File: src/rtl/mcs_pkg.sv
// Purpose: Constants and types shared by the memory checksum scanner.
// Assumes: Byte-wide register port and a 16-bit program memory read port.
// Notes: Region ends arrive as inputs already decoded from configuration.
package mcs_pkg;
   // ----------------------------------------------------------------
   // Register offsets
   // ----------------------------------------------------------------
   localparam logic [1:0] MCS_OFS_CONTROL = 2'h0;
   localparam logic [1:0] MCS_OFS_MODE_SOURCE = 2'h1;
   localparam logic [1:0] MCS_OFS_RESULT_STATE = 2'h2;
   // ----------------------------------------------------------------
   // Field positions
   // ----------------------------------------------------------------
   localparam int MCS_BIT_ENABLE = 0;
   localparam int MCS_BIT_FATAL_EN = 1;
   localparam int MCS_BIT_LOCAL_RESET = 7;
   localparam int MCS_BIT_BUSY = 0;
   localparam int MCS_BIT_OK = 1;
   localparam int MCS_POS_REGION = 0;
   localparam int MCS_POS_MODE = 4;
   // ----------------------------------------------------------------
   // Reset values and encodings
   // ----------------------------------------------------------------
   localparam logic [1:0] MCS_REGION_WHOLE = 2'h0;
   localparam logic [1:0] MCS_REGION_BOOT_APP = 2'h1;
   localparam logic [1:0] MCS_REGION_BOOT = 2'h2;
   localparam logic [1:0] MCS_MODE_PRIORITY = 2'h0;
   localparam logic [1:0] MCS_MODE_STARTUP = 2'h1;
   localparam logic [15:0] MCS_CRC_INIT = 16'hffff;
   localparam logic [15:0] MCS_CRC_POLY = 16'h1021;
   localparam logic [15:0] MCS_CRC_PASS = 16'h0000;
   localparam logic [15:0] MCS_REGION_UNIT = 16'h0100;
   localparam logic [7:0] MCS_NMI_VECTOR = 8'h00;
   // ----------------------------------------------------------------
   // Timing counts
   // ----------------------------------------------------------------
   localparam logic [1:0] MCS_START_DELAY = 2'h3;
   localparam logic [1:0] MCS_FETCH_PERIOD = 2'h3;
   // Scanner states.
   typedef enum logic [2:0] {
      MCS_IDLE,
      MCS_DELAY,
      MCS_FETCH,
      MCS_WAIT,
      MCS_CHECK
   } mcs_state_type;
endpackage : mcs_pkg

File: src/rtl/mcs_scanner.sv
// Purpose: Program memory checksum scanner with priority memory access.
// Assumes: One clock, synchronous inputs, last byte address and boot region ends in 256-byte units given.
// Notes: Memory read data is valid the cycle after the read strobe.
//
// Behaviour
// - Debugger access disables scanning
// - Debugger disconnect after touch restarts check
// - Busy stays 1 while debugger holds
// - Debugger busy write 0 abandons check
// - Debugger busy write 1 queues check
// - Busy locks mode/source and interrupt enable
// - Debugger ok clear raises fatal; locks writes
// - Debugger ok write 1 shows ok idle
// - Debugger control writes equal processor writes
// - Scan starts three cycles after enable
// - Startup failure blocks processor; shows settings
// - Scanner owns memory, stalls processor
// - One word each third cycle
// - Failure clears ok, fatal request sticks
// - Interrupt enable sticky, set only idle
// - Local reset strobe restores registers except interrupt enable, fatal request and failure latch
// - Enable stays 1 while busy; rewrite restarts
// - Disable waits for region end
// - Sleep pauses scan, resumes on wake
// - Sleep in delay defers scan start
// - Generator starts at all ones
// - Bytes upward, msb first, CCITT
// - Ok reads 1 at reset, 0 busy
// - Region select encoding
//
// Our own choice: the address-and-strobe port.
`timescale 1ns/100ps
module mcs_scanner (
   input wire logic i_clk,
   input wire logic i_rst_n,
   input wire logic [1:0] i_addr,
   input wire logic [7:0] i_wdata,
   input wire logic i_wr,
   input wire logic i_rd,
   input wire logic i_dbg_access,
   input wire logic i_dbg_release,
   input wire logic i_dbg_status_wr,
   input wire logic i_sleep,
   input wire logic i_startup_req,
   input wire logic [1:0] i_startup_region,
   input wire logic [15:0] i_last_memory_byte,
   input wire logic [15:0] i_boot_region_end,
   input wire logic [15:0] i_boot_app_region_end,
   input wire logic [15:0] i_mem_rdata,
   output logic [7:0] o_rdata,
   output logic o_mem_rd,
   output logic [15:0] o_mem_addr,
   output logic o_cpu_stall,
   output logic o_startup_fail,
   output logic o_nmi_req,
   output logic [7:0] o_nmi_vector
);
   import mcs_pkg::*;

   // ----------------------------------------------------------------
   // Functions
   // ----------------------------------------------------------------
   // Feeds one byte through the generator, most significant bit first.
   function automatic logic [15:0] crc_byte(input logic [15:0] c, input logic [7:0] b);
      logic [15:0] r;
      r = c;
      for (int k = 7; k >= 0; k--) begin
         if (r[15] ^ b[k]) begin
            r = {r[14:0], 1'b0} ^ MCS_CRC_POLY;
         end else begin
            r = {r[14:0], 1'b0};
         end
      end
      return r;
   endfunction : crc_byte

   // Gives the byte address one past the end of the chosen region.
   function automatic logic [16:0] region_limit(input logic [1:0] sel, input logic [15:0] whole,
                                                input logic [15:0] boot, input logic [15:0] bapp);
      logic [16:0] v;
      v = {1'b0, whole} + 17'h00001;
      unique case (sel)
         MCS_REGION_BOOT_APP: v = {1'b0, bapp[7:0], 8'h00};
         MCS_REGION_BOOT: v = {1'b0, boot[7:0], 8'h00};
         default: v = {1'b0, whole} + 17'h00001;
      endcase
      return v;
   endfunction : region_limit

   // ----------------------------------------------------------------
   // State
   // ----------------------------------------------------------------
   typedef struct packed {
      mcs_state_type st;       // Sequencer state.
      logic enable;            // Enable bit.
      logic fatal_en;          // Fatal interrupt enable.
      logic [1:0] mode;        // Access mode field.
      logic [1:0] region;      // Region select field.
      logic busy;              // Busy status.
      logic ok;                // Ok status.
      logic held;              // Debugger holds the scanner off.
      logic local_rst;         // Local reset pending for next cycle.
      logic nmi;               // Sticky fatal request.
      logic startup;           // Current check is the startup check.
      logic disable_pend;      // Enable cleared during a check.
      logic [1:0] cnt;         // Delay and fetch pacing counter.
      logic [16:0] addr;       // Next byte address.
      logic [16:0] limit;      // Region end, exclusive.
      logic [15:0] crc;        // Generator state.
      logic [7:0] rdata;       // Read data register.
      logic mem_rd;            // Memory read strobe.
      logic stall;             // Processor stall.
      logic fail;              // Startup failure latch.
   } mcs_regs_type;

   mcs_regs_type s_r;
   mcs_regs_type s_nxt;

   // ----------------------------------------------------------------
   // Next state
   // ----------------------------------------------------------------
   // Decodes register traffic and advances the sequencer.
   always_comb begin
      logic wr_ctl;
      logic wr_ms;
      logic wr_st;
      logic start;
      wr_ctl = 1'b0;
      wr_ms = 1'b0;
      wr_st = 1'b0;
      start = 1'b0;
      s_nxt = s_r;
      s_nxt.mem_rd = 1'b0;
      // shared write path
      // Writes from debugger and processor share one path; all lock after a fatal request.
      // writes locked after fatal
      if (i_wr && !s_r.nmi) begin
         wr_ctl = (i_addr == MCS_OFS_CONTROL);
         wr_ms = (i_addr == MCS_OFS_MODE_SOURCE);
         wr_st = (i_addr == MCS_OFS_RESULT_STATE) && i_dbg_status_wr;
      end
      // Read data is presented the cycle after the read strobe.
      if (i_rd) begin
         unique case (i_addr)
            MCS_OFS_CONTROL: s_nxt.rdata = {6'h00, s_r.fatal_en, s_r.enable};
            MCS_OFS_MODE_SOURCE: s_nxt.rdata = {2'h0, s_r.mode, 2'h0, s_r.region};
            MCS_OFS_RESULT_STATE: s_nxt.rdata = {6'h00, s_r.ok && !s_r.busy, s_r.busy};
            default: s_nxt.rdata = 8'h00;
         endcase
      end
      if (i_dbg_access) begin
         s_nxt.held = 1'b1;
      end
      if (i_dbg_release && s_r.held) begin
         s_nxt.held = 1'b0;
         if (s_r.busy) begin
            start = 1'b1;
         end
      end
      if (wr_ctl) begin
         if (i_wdata[MCS_BIT_LOCAL_RESET] && (!s_r.fatal_en || !s_r.busy)) begin
            s_nxt.local_rst = 1'b1;
         end
         if (i_wdata[MCS_BIT_FATAL_EN] && !s_r.busy) begin
            s_nxt.fatal_en = 1'b1;
         end
         if (i_wdata[MCS_BIT_ENABLE]) begin
            s_nxt.enable = 1'b1;
            s_nxt.ok = 1'b0;
            s_nxt.busy = 1'b1;
            s_nxt.disable_pend = 1'b0;
            start = 1'b1;
         end else if (s_r.busy) begin
            s_nxt.disable_pend = 1'b1;
         end else begin
            s_nxt.enable = 1'b0;
         end
      end
      if (wr_ms && !s_r.busy) begin
         s_nxt.mode = i_wdata[MCS_POS_MODE +: 2];
         s_nxt.region = i_wdata[MCS_POS_REGION +: 2];
      end
      if (wr_st) begin
         if (!i_wdata[MCS_BIT_BUSY]) begin
            s_nxt.busy = 1'b0;
            s_nxt.st = MCS_IDLE;
            s_nxt.stall = 1'b0;
            start = 1'b0;
         end else if (!s_r.busy) begin
            s_nxt.busy = 1'b1;
            start = 1'b1;
         end
         if (i_wdata[MCS_BIT_OK]) begin
            s_nxt.ok = 1'b1;
         end else begin
            s_nxt.ok = 1'b0;
            if (s_r.fatal_en) begin
               s_nxt.nmi = 1'b1;
            end
         end
      end
      if (i_startup_req && !s_r.busy) begin
         s_nxt.enable = 1'b1;
         s_nxt.mode = MCS_MODE_STARTUP;
         s_nxt.region = i_startup_region;
         s_nxt.busy = 1'b1;
         s_nxt.ok = 1'b0;
         s_nxt.startup = 1'b1;
         start = 1'b1;
      end
      if (start) begin
         s_nxt.st = MCS_DELAY;
         s_nxt.cnt = MCS_START_DELAY - 2'h2;
         s_nxt.stall = 1'b0;
         s_nxt.crc = MCS_CRC_INIT;
         s_nxt.addr = 17'h00000;
         s_nxt.limit = region_limit(i_startup_req ? i_startup_region : s_r.region,
                                    i_last_memory_byte, i_boot_region_end, i_boot_app_region_end);
      end else if (!s_r.held && !i_sleep) begin
         unique case (s_r.st)
            MCS_IDLE: begin
               s_nxt.stall = 1'b0;
            end
            MCS_DELAY: begin
               if (s_r.cnt == 2'h0) begin
                  s_nxt.st = MCS_FETCH;
               end else begin
                  s_nxt.cnt = s_r.cnt - 2'h1;
               end
            end
            MCS_FETCH: begin
               s_nxt.stall = 1'b1;
               s_nxt.mem_rd = 1'b1;
               s_nxt.st = MCS_WAIT;
               s_nxt.cnt = MCS_FETCH_PERIOD - 2'h1;
            end
            MCS_WAIT: begin
               if (s_r.cnt == MCS_FETCH_PERIOD - 2'h2) begin
                  s_nxt.crc = crc_byte(crc_byte(s_r.crc, i_mem_rdata[7:0]), i_mem_rdata[15:8]);
                  s_nxt.addr = s_r.addr + 17'h00002;
               end
               if (s_r.cnt == 2'h1) begin
                  s_nxt.st = (s_nxt.addr >= s_r.limit) ? MCS_CHECK : MCS_FETCH;
               end
               s_nxt.cnt = s_r.cnt - 2'h1;
            end
            MCS_CHECK: begin
               s_nxt.st = MCS_IDLE;
               s_nxt.busy = 1'b0;
               s_nxt.stall = 1'b0;
               s_nxt.startup = 1'b0;
               if (s_r.disable_pend) begin
                  s_nxt.enable = 1'b0;
                  s_nxt.disable_pend = 1'b0;
               end
               if (s_r.crc == MCS_CRC_PASS) begin
                  s_nxt.ok = 1'b1;
               end else begin
                  s_nxt.ok = 1'b0;
                  if (s_r.fatal_en) begin
                     s_nxt.nmi = 1'b1;
                  end
                  if (s_r.startup) begin
                     s_nxt.fail = 1'b1;
                  end
               end
            end
            default: s_nxt.st = MCS_IDLE;
         endcase
      end
      // busy held
      // Busy is only lowered by completion, a debugger write or a local reset, never by holding.
      // clear one cycle later
      if (s_r.local_rst) begin
         s_nxt.local_rst = 1'b0;
         s_nxt.enable = 1'b0;
         s_nxt.mode = MCS_MODE_PRIORITY;
         s_nxt.region = MCS_REGION_WHOLE;
         s_nxt.busy = 1'b0;
         s_nxt.ok = 1'b1;
         s_nxt.st = MCS_IDLE;
         s_nxt.stall = 1'b0;
         s_nxt.disable_pend = 1'b0;
      end
   end

   // ----------------------------------------------------------------
   // Registers
   // ----------------------------------------------------------------
   // Holds all state; ok reads 1 out of system reset.
   always_ff @(posedge i_clk or negedge i_rst_n) begin
      if (!i_rst_n) begin
         s_r <= '0;
         s_r.st <= MCS_IDLE;
         s_r.ok <= 1'b1;
         s_r.crc <= MCS_CRC_INIT;
      end else begin
         s_r <= s_nxt;
      end
   end

   // ----------------------------------------------------------------
   // Outputs
   // ----------------------------------------------------------------
   // Outputs other than the constant vector come straight from the state register.
   assign o_rdata = s_r.rdata;
   assign o_mem_rd = s_r.mem_rd;
   assign o_mem_addr = s_r.addr[15:0];
   assign o_cpu_stall = s_r.stall;
   assign o_startup_fail = s_r.fail;
   assign o_nmi_req = s_r.nmi;
   assign o_nmi_vector = MCS_NMI_VECTOR;

endmodule : mcs_scanner

File: config.mk
export PLATFORM = sky130hd
export DESIGN_NAME = mcs_scanner
export DESIGN_NICKNAME = d
export VERILOG_FILES = /design/src/rtl/mcs_pkg.sv /design/src/rtl/mcs_scanner.sv
export SDC_FILE = /design/constraint.sdc
export NUM_CORES = 1
export LEC_CHECK = 0
export ABC_AREA = 1
export BUFFER_PORTS_ARGS = -buffer_cell sky130_fd_sc_hd__buf_4
export CORE_UTILIZATION = 45
export CTS_BUF_LIST = sky130_fd_sc_hd__clkbuf_4
export DETAILED_ROUTE_END_ITERATION = 12
export PLACE_DENSITY_LB_ADDON = 0.05
export RECOVER_POWER = 25
export SYNTH_ARGS = -nofsm -noshare
export SYNTH_HDL_FRONTEND = slang
export SYNTH_SLANG_ARGS = --single-unit
File: constraint.sdc
create_clock -name i_clk -period 7.7 [get_ports i_clk]
set_input_delay 0.385 -clock i_clk [delete_from_list [all_inputs] [get_ports i_clk]]
set_output_delay 0.385 -clock i_clk [all_outputs]
set_load 0.005 [all_outputs]
==> impl_metrics.prom <==
# TYPE chip_impl_metric gauge
chip_impl_info{name="outcome",value="finished with violations"} 1
chip_impl_info{name="violations",value="design-rule violations, max-capacitance violations, max-slew violations"} 1
chip_impl_info{name="synth.largest_area_cell",value="sky130_fd_sc_hd__dfrtp_1"} 1
chip_impl_info{name="layout.cells.most_common_list",value="sky130_fd_sc_hd__nand2_1 (152), sky130_fd_sc_hd__inv_1 (98), sky130_fd_sc_hd__buf_4 (87), sky130_fd_sc_hd__dfrtp_1 (57), sky130_fd_sc_hd__nand3_1 (46)"} 1
chip_impl_metric{name="clk-insertion-delay-late",unit="ns"} 0.44
chip_impl_metric{name="ys_async_sr_fraction",unit="%"} 100
chip_impl_metric{name="post_route_fraction_of_the_period_consumed_by_the_critical_path",unit="%"} 46.9
chip_impl_metric{name="final_antenna_net_count",unit=""} 0
chip_impl_metric{name="share_of_post_route_cells_with_drive_strength_above_1",unit="%"} 21.7
chip_impl_metric{name="drt_first_iter_violations",unit=""} 297
chip_impl_metric{name="tritoncts.num_buffers",unit=""} 9
chip_impl_metric{name="critical_path.max_stage_delay",unit="ns"} 2.80
chip_impl_metric{name="layout_setup_ws",unit="ns"} 4.09
chip_impl_metric{name="synth-seq-area-share",unit="%"} 34.4
chip_impl_metric{name="synth_edf_count",unit=""} 0
chip_impl_metric{name="achievable-frequency",unit="MHz"} 277
chip_impl_metric{name="cts_repair_resize_count",unit=""} 0
chip_impl_metric{name="power.density",unit="nW/um^2"} 199
chip_impl_metric{name="count_of_unresolved_drc_violations_after_routing",unit=""} 5
chip_impl_metric{name="die_area",unit="sq um"} 12500
chip_impl_info{name="clock_tree.root_cell",value="sky130_fd_sc_hd__clkbuf_4"} 1
chip_impl_info{name="min_path_type",value="in2reg"} 1
chip_impl_metric{name="place.detailed.hpwl",unit="microns"} 9790
chip_impl_info{name="cp-end-kind",value="asynchronous set/reset pin"} 1
chip_impl_metric{name="timing.max_slew.rel_slack",unit="%"} -170
chip_impl_metric{name="worstPathRequired",unit="ns"} 7.31
chip_impl_metric{name="cts-root-to-sink-buffers",unit=""} 2
chip_impl_info{name="cts_tree",value="built"} 1
chip_impl_info{name="cp-start-kind",value="input port"} 1
chip_impl_metric{name="yosysTopAreaCellShare",unit="%"} 26.2
chip_impl_info{name="crit_path_top_delay_cell",value="sky130_fd_sc_hd__clkbuf_1"} 1
chip_impl_metric{name="grt_max_degree",unit=""} 75
chip_impl_metric{name="track_usage",unit="%"} 21.9
chip_impl_info{name="post_synth_main_area_contributors",value="sky130_fd_sc_hd__dfrtp_1 (26%), sky130_fd_sc_hd__nand2_1 (10%), sky130_fd_sc_hd__dfstp_2 (8.2%)"} 1
chip_impl_metric{name="placementRows",unit=""} 39
chip_impl_metric{name="finalMaxSlewViolations",unit=""} 75
chip_impl_metric{name="num_io_pins",unit=""} 121
chip_impl_metric{name="max_slew.worst_pin.slew",unit="ns"} 4.05
chip_impl_metric{name="multi_input_comb_area",unit="sq um"} 2860
chip_impl_metric{name="netlist_instances",unit=""} 720
chip_impl_metric{name="clock-skew-final",unit="ns"} 0.0173
chip_impl_metric{name="htree_num_levels",unit=""} 3
chip_impl_metric{name="max_cap_violations",unit=""} 1
chip_impl_metric{name="dp_slack",unit="ns"} 4.28
chip_impl_metric{name="grt_overflow_total",unit=""} 0
chip_impl_metric{name="dieHeight",unit="microns"} 112
chip_impl_metric{name="layout.area.seq",unit="sq um"} 1870
chip_impl_metric{name="routed_wirelength",unit="microns"} 12700
chip_impl_metric{name="n_antenna_cell",unit=""} 0
chip_impl_metric{name="worst_hold_slack",unit="ns"} 0.154
chip_impl_info{name="timing.setup.critical_path_class",value="in2async"} 1
chip_impl_metric{name="design_area",unit="sq um"} 6120
chip_impl_metric{name="hold_viol",unit=""} 0
chip_impl_metric{name="synth-seq-cells",unit=""} 74
chip_impl_metric{name="die_width",unit="microns"} 112
chip_impl_metric{name="layout_min_cycle_time",unit="ns"} 3.61
chip_impl_metric{name="portBuffers",unit=""} 88
chip_impl_metric{name="vias",unit=""} 4672
chip_impl_metric{name="post_cts_buffers",unit=""} 0
chip_impl_metric{name="crit_buf_inv",unit=""} 1
chip_impl_metric{name="floorplan.initialDensity",unit="%"} 46.8
chip_impl_metric{name="fin_tns_setup",unit="ns"} 0
chip_impl_metric{name="first_global_vias",unit=""} 4579
chip_impl_metric{name="numClockSinks",unit=""} 74
chip_impl_metric{name="drtPass1Iterations",unit=""} 9
chip_impl_metric{name="avgRoutedWirePerCell",unit="microns"} 13.6
chip_impl_metric{name="syn-cell-area",unit="sq um"} 5440
chip_impl_metric{name="wire_length_of_the_first_global_routing_pass",unit="microns"} 21600
chip_impl_metric{name="nets",unit=""} 893
chip_impl_metric{name="placedInstanceArea",unit="sq um"} 6010
chip_impl_info{name="synth-main-ff-cell",value="sky130_fd_sc_hd__dfrtp_1"} 1
chip_impl_metric{name="critPathArrivalTime",unit="ns"} 3.22
chip_impl_metric{name="antenna_found_initial",unit=""} 0
chip_impl_metric{name="place.detailed.instances",unit=""} 918
chip_impl_metric{name="synth.yosys.warnings",unit=""} 0
chip_impl_metric{name="stdcell_count",unit=""} 934
chip_impl_metric{name="finalSetupViolCount",unit=""} 0
chip_impl_metric{name="drt-vias-per-instance",unit=""} 5.00
chip_impl_metric{name="clock_pin_slew_on_the_worst_setup_and_hold_paths",unit="ns"} 0.11
chip_impl_metric{name="routabilityCongestion",unit=""} 0.896
chip_impl_info{name="layout.cells.most_common",value="sky130_fd_sc_hd__nand2_1"} 1
chip_impl_info{name="rsz0062_at_grt",value="no"} 1
chip_impl_info{name="critical_path.cell_chain",value="clkbuf_1"} 1
chip_impl_metric{name="worst_ir_drop_vdd",unit="mV"} 0.131
chip_impl_metric{name="register_to_register_setup_slack",unit="ns"} 4.27
chip_impl_metric{name="standard_cell_core_area",unit="sq um"} 11600
chip_impl_metric{name="largest_driver_fanout_on_the_critical_path",unit=""} 74
chip_impl_metric{name="avgSynthCellArea",unit="sq um"} 7.56
chip_impl_metric{name="power_leakage",unit="uW"} 0.00312
chip_impl_metric{name="fillers",unit=""} 1168
chip_impl_metric{name="holdBufCountCts",unit=""} 0
chip_impl_metric{name="areaGrowthSynthToFinish",unit="%"} 12.4
chip_impl_info{name="cp_top_family",value="buffers and inverters"} 1
chip_impl_metric{name="netlist-cell-type-count",unit=""} 48
==> cell usage after synthesis, drive strengths merged (3+ instances only) <==
library cell	n
a21oi	36
a22o	5
a22oi	6
a31oi	4
buf	44
dfrtp	57
dfstp	17
ha	22
inv	114
nand2	166
nand3	46
nand3b	5
nand4	6
nor2	51
nor3	15
nor4	5
o21ai	33
o22ai	17
or2	3
xnor2	18
xor2	34
==> per-stage QoR <==
| step | util (%) | power (uW) |
|---|---|---|
| detailed placement | 51.7 | 1010 |
| finish | 52.7 | 1220 |
| floorplan | - | 879 |
| CTS | 52.7 | 1230 |
| global route | 52.7 | 1320 |
| global placement | 51.7 | 992 |
==> state kept, by name (all words and copies together) (netlist names) <==
name / flops
o_nmi_req: 1
o_cpu_stall: 1
o_mem_addr: 15
s_r: 51
o_rdata: 4
o_startup_fail: 1
o_mem_rd: 1
==> area by class of cell <==
| class | instances | share of cell area, % |
|---|---|---|
| clock buffers | 14 | 1.72 |
| clock inverters | 2 | 0.123 |
| inverters | 114 | 7.04 |
| multi-input cells | 499 | 46.8 |
| flip-flops and latches | 74 | 30.6 |
| well taps | 143 | 2.93 |
| repair buffers | 88 | 10.7 |
==> final timing paths <==
kind | to | startpoint | depth (start not counted)
hold reg to reg | o_nmi_req$_DFF_PN0_ | o_nmi_req$_DFF_PN0_ | 2
setup reg to reg | s_r[77]$_DFF_PN0_ | s_r[62]$_DFFE_PN0P_ | 18
min in group asynchronous | o_mem_addr[2]$_DFFE_PN0P_ | i_rst_n | 1
max in group i_clk | s_r[77]$_DFF_PN0_ | s_r[62]$_DFFE_PN0P_ | 18
hold / removal | s_r[67]$_DFFE_PN0P_ | i_dbg_access | 2
setup / recovery | s_r[27]$_DFFE_PN0P_ | i_rst_n | 1
==> logic make-up after synthesis <==
family          share of synthesized area [%]
simple gates                             24.5
buf+inv                                  13.8
compound gates                           12.2
flops                                    34.4
xor+xnor                                 9.54
fa+ha+maj                                5.06
mux                                     0.414
other cells                            0.0689
==> metal layers <==
layer	GRT usage [%]	part of all wire, %
met5	0	0
met4	7.29	0.63
met3	4.25	3.9
met2	38.1	51
met1	27.2	45
==> power breakdown <==
group	internal (uW)	total, uW	switching [uW]
sequential	464	504	39.7
combinational	195	494	299
clock	83.1	219	136
Note: power is estimated with default switching activity, not from simulation.
